File: config.mk
export PLATFORM = sky130hd
export DESIGN_NAME = dorg_gearbox
export DESIGN_NICKNAME = d
export VERILOG_FILES = /design/src/hdl/dorg_pkg.sv /design/src/hdl/dorg_gearbox.sv
export SDC_FILE = /design/constraint.sdc
export NUM_CORES = 1
export LEC_CHECK = 0
export ABC_AREA = 1
export BUFFER_PORTS_ARGS = -buffer_cell sky130_fd_sc_hd__clkbuf_2
export CAP_MARGIN = 30
export CORE_UTILIZATION = 50
export DETAILED_ROUTE_END_ITERATION = 10
export GPL_ROUTABILITY_DRIVEN = 0
export GPL_TIMING_DRIVEN = 1
export HOLD_SLACK_MARGIN = 0.1
export PLACE_DENSITY_LB_ADDON = 0.08
export SETUP_SLACK_MARGIN = 0.15
export SKIP_CTS_REPAIR_TIMING = 1
export SLEW_MARGIN = 40
export SYNTH_ARGS = -nofsm -noshare
export SYNTH_HDL_FRONTEND = slang
export SYNTH_SLANG_ARGS = --single-unit
File: constraint.sdc
create_clock -name ref_clk -period 3.2 [get_ports ref_clk]
set_clock_uncertainty 0.15 [all_clocks]
set_input_delay 0.16 -clock ref_clk [delete_from_list [all_inputs] [get_ports ref_clk]]
set_output_delay 0.16 -clock ref_clk [all_outputs]
set_load 0.005 [all_outputs]
File: src/hdl/dorg_pkg.sv
// shared types and constants of the ddr output register gearbox
`default_nettype none
package dorg_pkg;
    // ====================================================================
    // output modes and chip edges
    typedef enum logic [1:0] {
        DORG_MODE_SDR,
        DORG_MODE_DDR,
        DORG_MODE_GEAR
    } dorg_mode_e;

    localparam logic [1:0] DORG_EDGE_LEFT = 2'h0;
    localparam logic [1:0] DORG_EDGE_RIGHT = 2'h1;
    localparam logic [1:0] DORG_EDGE_TOP = 2'h2;
    localparam logic [1:0] DORG_EDGE_BOTTOM = 2'h3;

    // ====================================================================
    // one system period is four reference cycles (four edge-clock slots)
    localparam logic [1:0] DORG_SLOT_RISE = 2'h0;
    localparam logic [1:0] DORG_SLOT_LATCH = 2'h1;
    localparam logic [1:0] DORG_SLOT_LAST = 2'h3;
    localparam int DORG_FIFO_DEPTH = 16;

    // ====================================================================
    // one system-clock word of the four core data streams
    typedef struct packed {
        logic rise_data_first;
        logic fall_data_first;
        logic rise_data_second;
        logic fall_data_second;
    } dorg_word_s;

    localparam dorg_word_s DORG_WORD_RESET = 4'h0;
endpackage
`default_nettype wire
File: src/hdl/dorg_gearbox.sv
// fifo and output register gearbox of one programmable_pin_cell
`default_nettype none

// ========================================================================
// fifo with registered full and empty flags
module dorg_fifo #(
    parameter int WIDTH = 4,
    parameter int DEPTH = 16
) (
    input wire logic ref_clk,
    input wire logic sys_rst,
    input wire logic [WIDTH-1:0] in_data,
    input wire logic in_valid,
    output logic in_ready,
    output logic [WIDTH-1:0] out_data,
    output logic out_valid,
    input wire logic out_ready
);
    localparam int AW = $clog2(DEPTH);
    logic [WIDTH-1:0] mem [DEPTH];
    logic [AW-1:0] wr_ptr;
    logic [AW-1:0] rd_ptr;
    logic [AW:0] count;
    logic push;
    logic pop;
    logic [AW:0] next_count;

    assign push = in_valid && in_ready;
    assign pop = out_valid && out_ready;
    assign out_data = mem[rd_ptr];

    always_comb begin
        next_count = count;
        if (push && !pop) begin
            next_count = count + 1'b1;
        end else if (pop && !push) begin
            next_count = count - 1'b1;
        end
    end

    always_ff @(posedge ref_clk) begin
        if (push) begin
            mem[wr_ptr] <= in_data;
        end
    end

    always_ff @(posedge ref_clk) begin
        if (sys_rst) begin
            wr_ptr <= '0;
            rd_ptr <= '0;
            count <= '0;
            in_ready <= 1'b0;
            out_valid <= 1'b0;
        end else begin
            wr_ptr <= push ? wr_ptr + 1'b1 : wr_ptr;
            rd_ptr <= pop ? rd_ptr + 1'b1 : rd_ptr;
            count <= next_count;
            in_ready <= (next_count != (AW + 1)'(DEPTH));
            out_valid <= (next_count != '0);
        end
    end
endmodule

// ========================================================================
// What this block does
// - sdr mode: rise_data_first through one flip-flop or latch to the pin
// - ddr mode: capture two inputs at rise, latch one the next phase
// - ddr mode: output mux on the capture clock alternates both paths
// - gear mode: register four streams at rise, latch two of them
// - gear mode: serialise at edge rate, mux steered by write-phase clocks
// - write-phase clocks come from outside and move data to edge domain
// - left and right edges offer sdr, ddr and double gear mode
// - top edge as left and right but without double gear mode
// - bottom edge offers sdr registers only, no generic ddr
module dorg_gearbox
    import dorg_pkg::*;
#(
    parameter logic [1:0] EDGE = DORG_EDGE_LEFT
) (
    input wire logic ref_clk,
    input wire logic sys_rst,
    input wire dorg_word_s in_data,
    input wire logic in_valid,
    output logic in_ready,
    input wire dorg_mode_e mode,
    input wire logic sdr_use_latch,
    input wire logic write_phase_clock_zero,
    input wire logic write_phase_clock_one,
    output logic pin_data,
    output logic pin_oe,
    output logic sys_clk_high,
    output logic mode_refused
);
    logic [1:0] slot;
    logic head_valid;
    logic head_ready;
    dorg_word_s head;
    dorg_word_s cap;
    logic cap_valid;
    logic lat_fall_first;
    logic lat_fall_second;
    dorg_mode_e eff_mode;
    dorg_mode_e next_eff_mode;
    logic [1:0] wpc_meta;
    logic [1:0] wpc_sync;
    logic gear_pick;
    logic next_pin;

    dorg_fifo #(.WIDTH($bits(dorg_word_s)), .DEPTH(DORG_FIFO_DEPTH)) u_fifo (
        .ref_clk(ref_clk),
        .sys_rst(sys_rst),
        .in_data(in_data),
        .in_valid(in_valid),
        .in_ready(in_ready),
        .out_data(head),
        .out_valid(head_valid),
        .out_ready(head_ready)
    );

    // one word drained per system period, so the fifo fills when fed faster
    assign head_ready = (slot == DORG_SLOT_LAST);

    // ====================================================================
    // system period slot counter
    always_ff @(posedge ref_clk) begin
        if (sys_rst) begin
            slot <= DORG_SLOT_RISE;
            sys_clk_high <= 1'b0;
        end else begin
            slot <= slot + 2'h1;
            // high in the same cycles that the pin carries the rise datum in ddr mode
            sys_clk_high <= (slot == DORG_SLOT_RISE) || (slot == DORG_SLOT_LATCH);
        end
    end

    // ====================================================================
    // mode allowed by the chip edge, taken at a period boundary
    always_comb begin
        next_eff_mode = mode;
        if (EDGE == DORG_EDGE_BOTTOM) begin
            next_eff_mode = DORG_MODE_SDR;
        end else if (EDGE == DORG_EDGE_TOP && mode == DORG_MODE_GEAR) begin
            next_eff_mode = DORG_MODE_DDR;
        end else if (mode != DORG_MODE_DDR && mode != DORG_MODE_GEAR) begin
            next_eff_mode = DORG_MODE_SDR;
        end
    end

    always_ff @(posedge ref_clk) begin
        if (sys_rst) begin
            eff_mode <= DORG_MODE_SDR;
            mode_refused <= 1'b0;
        end else if (slot == DORG_SLOT_LAST) begin
            eff_mode <= next_eff_mode;
            mode_refused <= (next_eff_mode != mode);
        end
    end

    // ====================================================================
    // rising-edge capture of all four streams
    always_ff @(posedge ref_clk) begin
        if (sys_rst) begin
            cap <= DORG_WORD_RESET;
            cap_valid <= 1'b0;
        end else if (slot == DORG_SLOT_LAST) begin
            cap <= head_valid ? head : DORG_WORD_RESET;
            cap_valid <= head_valid;
        end
    end

    // latch stage passes the fall data into the low half of the period
    always_ff @(posedge ref_clk) begin
        if (sys_rst) begin
            lat_fall_first <= 1'b0;
            lat_fall_second <= 1'b0;
        end else if (slot == DORG_SLOT_LATCH) begin
            lat_fall_first <= cap.fall_data_first;
            lat_fall_second <= cap.fall_data_second;
        end
    end

    // ====================================================================
    // write-phase clocks arrive from the strobe write control
    always_ff @(posedge ref_clk) begin
        if (sys_rst) begin
            wpc_meta <= 2'h0;
            wpc_sync <= 2'h0;
        end else begin
            wpc_meta <= {write_phase_clock_one, write_phase_clock_zero};
            wpc_sync <= wpc_meta;
        end
    end

    always_comb begin
        case (wpc_sync)
            2'h0: gear_pick = cap.rise_data_first;
            2'h1: gear_pick = cap.rise_data_second;
            2'h2: gear_pick = lat_fall_first;
            2'h3: gear_pick = lat_fall_second;
            default: gear_pick = 1'b0;
        endcase
    end

    // ====================================================================
    // output mux and pin register
    always_comb begin
        next_pin = pin_data;
        case (eff_mode)
            DORG_MODE_SDR: begin
                if (slot == DORG_SLOT_RISE || (sdr_use_latch && slot == DORG_SLOT_LATCH)) begin
                    next_pin = cap.rise_data_first;
                end
            end
            DORG_MODE_DDR: begin
                next_pin = slot[1] ? lat_fall_first : cap.rise_data_first;
            end
            DORG_MODE_GEAR: next_pin = gear_pick;
            default: next_pin = 1'b0;
        endcase
    end

    always_ff @(posedge ref_clk) begin
        if (sys_rst) begin
            pin_data <= 1'b0;
            pin_oe <= 1'b0;
        end else begin
            pin_data <= next_pin;
            pin_oe <= cap_valid;
        end
    end
endmodule
`default_nettype wire

==> flow_summary.yaml <==
setup_path:
  crit_path_end_kind: "register"
  arrival_ns: 2.13
  r2r_cells: 5
  cp_max_fo: 6
  cp_slowest_stage_delay_ns: 0.58
  cp-start-kind: "register"
  worstSetupPathType: "reg2reg"
  crit_slowest_cell: "dlygate4sd3_1"
  path_cells: "ha_1 > nor2_1 > nand2_1 > o31ai_1 > dlygate4sd3_1"
  cp.required_ns: 3.35
drt:
  drc_errors: 0
  via_per_inst: 5.13
  final_antenna_net_count: 0
  firstDrtPassIters: 5
  wl_per_cell_um: 14.9
  vias: 2998
  wl_um: 8710
  drt_iter0_drc: 141
synth:
  synth_top_family_by_area: "simple AND/OR/NAND/NOR gates"
  synth_top_area_share_pct: 44.4
  ys.warnings.count: 0
  synth_most_common_cell: "nor2_1"
  synth_cells: 450
  synth_ff_type: "edfxtp_1"
  synth-async-reset-ratio_pct: 0
  synth_adder_area_share_pct: 2.89
  synth-simple-area-share_pct: 21.9
  synth-edff-count: 64
  synth-xor-area-share_pct: 0.405
  synthTopCellsByCount: "97 x nor2_1, 76 x nand2_1, 64 x edfxtp_1, 39 x nand3_1, 38 x dfxtp_1"
  yosys-top-cells-area: "edfxtp_1 44%, dfxtp_1 18%, nor2_1 8.4%"
  synth.distinct_cells: 31
  postSynthRegisterBits: 102
  synth_seq_area_share_pct: 61.9
  synth-compound-area-share_pct: 7.34
  syn-cell-area_um2: 4330
  synth.largest_area_cell: "edfxtp_1"
  syn_nets: 472
  avgSynthCellArea_um2: 9.62
  muxShareOfSynthArea_pct: 0
placed_design:
  dp.final_hpwl_um: 6000
  placed_cell_area_um2: 4490
  numPortBuffers: 16
  preCtsSetupSlack_ns: 1.31
  dp.cells: 562
global_route:
  grt_max_degree: 29
  grtUsageMet2_pct: 33.2
  grt_antenna_before_repair: 0
  grtUsageMet1_pct: 27.6
  grt_pass1_vias: 2838
  grt-busiest-layer: "met2"
  grt_pass1_wl_um: 13900
  grt_overflow: 0
  grt_use_met3_pct: 4.94
  grt.total_usage_pct: 21.1
pwr:
  switching_power_mw: 0.735
  ir_worst_vdd_mv: 0.355
  leakage_nw: 1.85
  clock_power_share_pct: 29.6
  switching_share_pct: 27.3
  powerDensity_nw_per_um2: 568
  seqPwrFrac_pct: 56.0
  cellInternalPower_mw: 1.96
  comb_power_share_pct: 14.4
clocking:
  clock_latency_ns: 0.36
  cts_root_buffer: "clkbuf_8"
  cts_buffers: 9
  h-tree-depth: 3
  clkSinkCount: 102
  clk_pin_slew_worst_paths_ns: 0.09
  cts_tree: "yes"
  cts_max_path_buffers: 2
sta:
  fin_crit_sh_pct: 61.9
  final_max_slew_viol_count: 0
  slew-limit-headroom_pct: 59.9
  tightest_slew_ns: 0.600
  hold_violations: 0
  finalSetupViolCount: 0
  fin_tns_setup_ns: 0
  grt_setup_unrepaired: "false"
  timing.final.ws_setup_ns: 1.22
  period_minus_slack_ns: 1.98
  max_clock_freq_mhz: 505
die:
  die_x_um: 95.1
  ios: 17
  dieHeight_um: 95.1
  num_rows: 33
  initial_core_util_pct: 52.2
  die_area_um2: 9040
  coreArea_um2: 8300
finish:
  fin_nets: 496
  regArea_um2: 2680
  syn2layout_area_growth_pct: 9.48
  drive_gt1_share_pct: 10.2
  finalInstanceArea_um2: 4740
  multi_input_area_um2: 1410
  stdcell_count: 584
  num_antenna_cells: 0
  fin_util_pct: 57.1
  nFillCells: 729
status:
  run_status: "finished clean"
hold_path:
  holdPathStages: 6
  holdCritPathClass: "in2reg"
job:
  maxCapViolCount: 0
-- logic make-up after synthesis --
kind of cell / Yosys count
buffers and inverters: 52
AOI/OAI and AO/OA: 59
adders and majority gates: 10
and+or+nand+nor: 225
xor gates and xnor gates: 2
DFF: 102
-- registers in the layout (all words and copies together) (netlist names), 2 cells and up, named ones only --
| signal | cells |
|---|---|
| u_fifo.mem | 64 |
| u_fifo.count | 5 |
| cap | 4 |
| u_fifo.rd_ptr | 4 |
| u_fifo.wr_ptr | 4 |
| eff_mode | 2 |
| slot | 2 |
| wpc_meta | 2 |
| wpc_sync | 2 |
-- routing by layer --
| layer | up-vias | part of all wire, % |
|---|---|---|
| met3 | 14 | 4.2 |
| met2 | 70 | 48 |
| met1 | 1370 | 45 |
| li1 | 1544 | - |
| met5 | - | 0 |
| met4 | 0 | 2.3 |
-- layout by cell type (no fill, tap or decap), types with 2 or more instances in the layout --
cell           instances
buf_4                  3
nand3_1               39
clkbuf_8               9
nand2_1               76
inv_6                  2
nand4_1                3
dfxtp_1               38
o211ai_1               4
clkinv_4               2
o31ai_1                2
a21oi_1               15
nor2_1                97
nand2_4                3
o21ai_0               21
o21ai_1               15
nand2_2                2
dlygate4sd3_1          6
ha_1                  10
clkbuf_2              16
clkinv_2               2
inv_4                  2
xor2_1                 2
edfxtp_1              64
inv_1                 36
-- metrics by stage --
step	hold slack, ns	power [mW]
floorplan	0.109	1.82
global placement	0.203	1.92
detailed placement	0.205	1.92
CTS	-0.191	2.72
global route	0.123	2.84
finish	0.0550	2.69
-- worst paths after layout --
kind | from | end | slack (ns)
hold / removal | sdr_use_latch | pin_data | 0.05
hold reg to reg | wpc_meta[1] | wpc_sync[1] | 0.26
setup / recovery | slot[0] | eff_mode[0] | 1.22
setup reg to reg | slot[0] | eff_mode[0] | 1.22
-- power groups by stage --
stage                     logic [mW]  clock network (mW)  registers (mW)
final                          0.388               0.798            1.51
after global placement         0.380                   0            1.54
after global routing           0.450               0.868            1.52
after detailed placement       0.384                   0            1.54
after floorplan                0.290                   0            1.53
after CTS                      0.386               0.822            1.51
-- layout make-up --
class	instances	area share, %
Timing Repair Buffer	25	3.43
Multi-Input combinational cell	296	29.7
Clock buffer	9	2.61
Clock inverter	7	1.50
Tap cell	105	2.77
Inverter	40	3.38
Sequential cell	102	56.6
-- worst max-delay path: cells and delay by family (launching register included) --
kind                     cells  cell delay (ns)
adder cells (fa/ha/maj)      1             0.28
AO/OA/AOI/OAI                1             0.08
AND/OR/NAND/NOR              2             0.49
flip-flops                   1             0.34
buffers and inverters        1             0.58
Note: power is estimated with default switching activity, not from simulation.
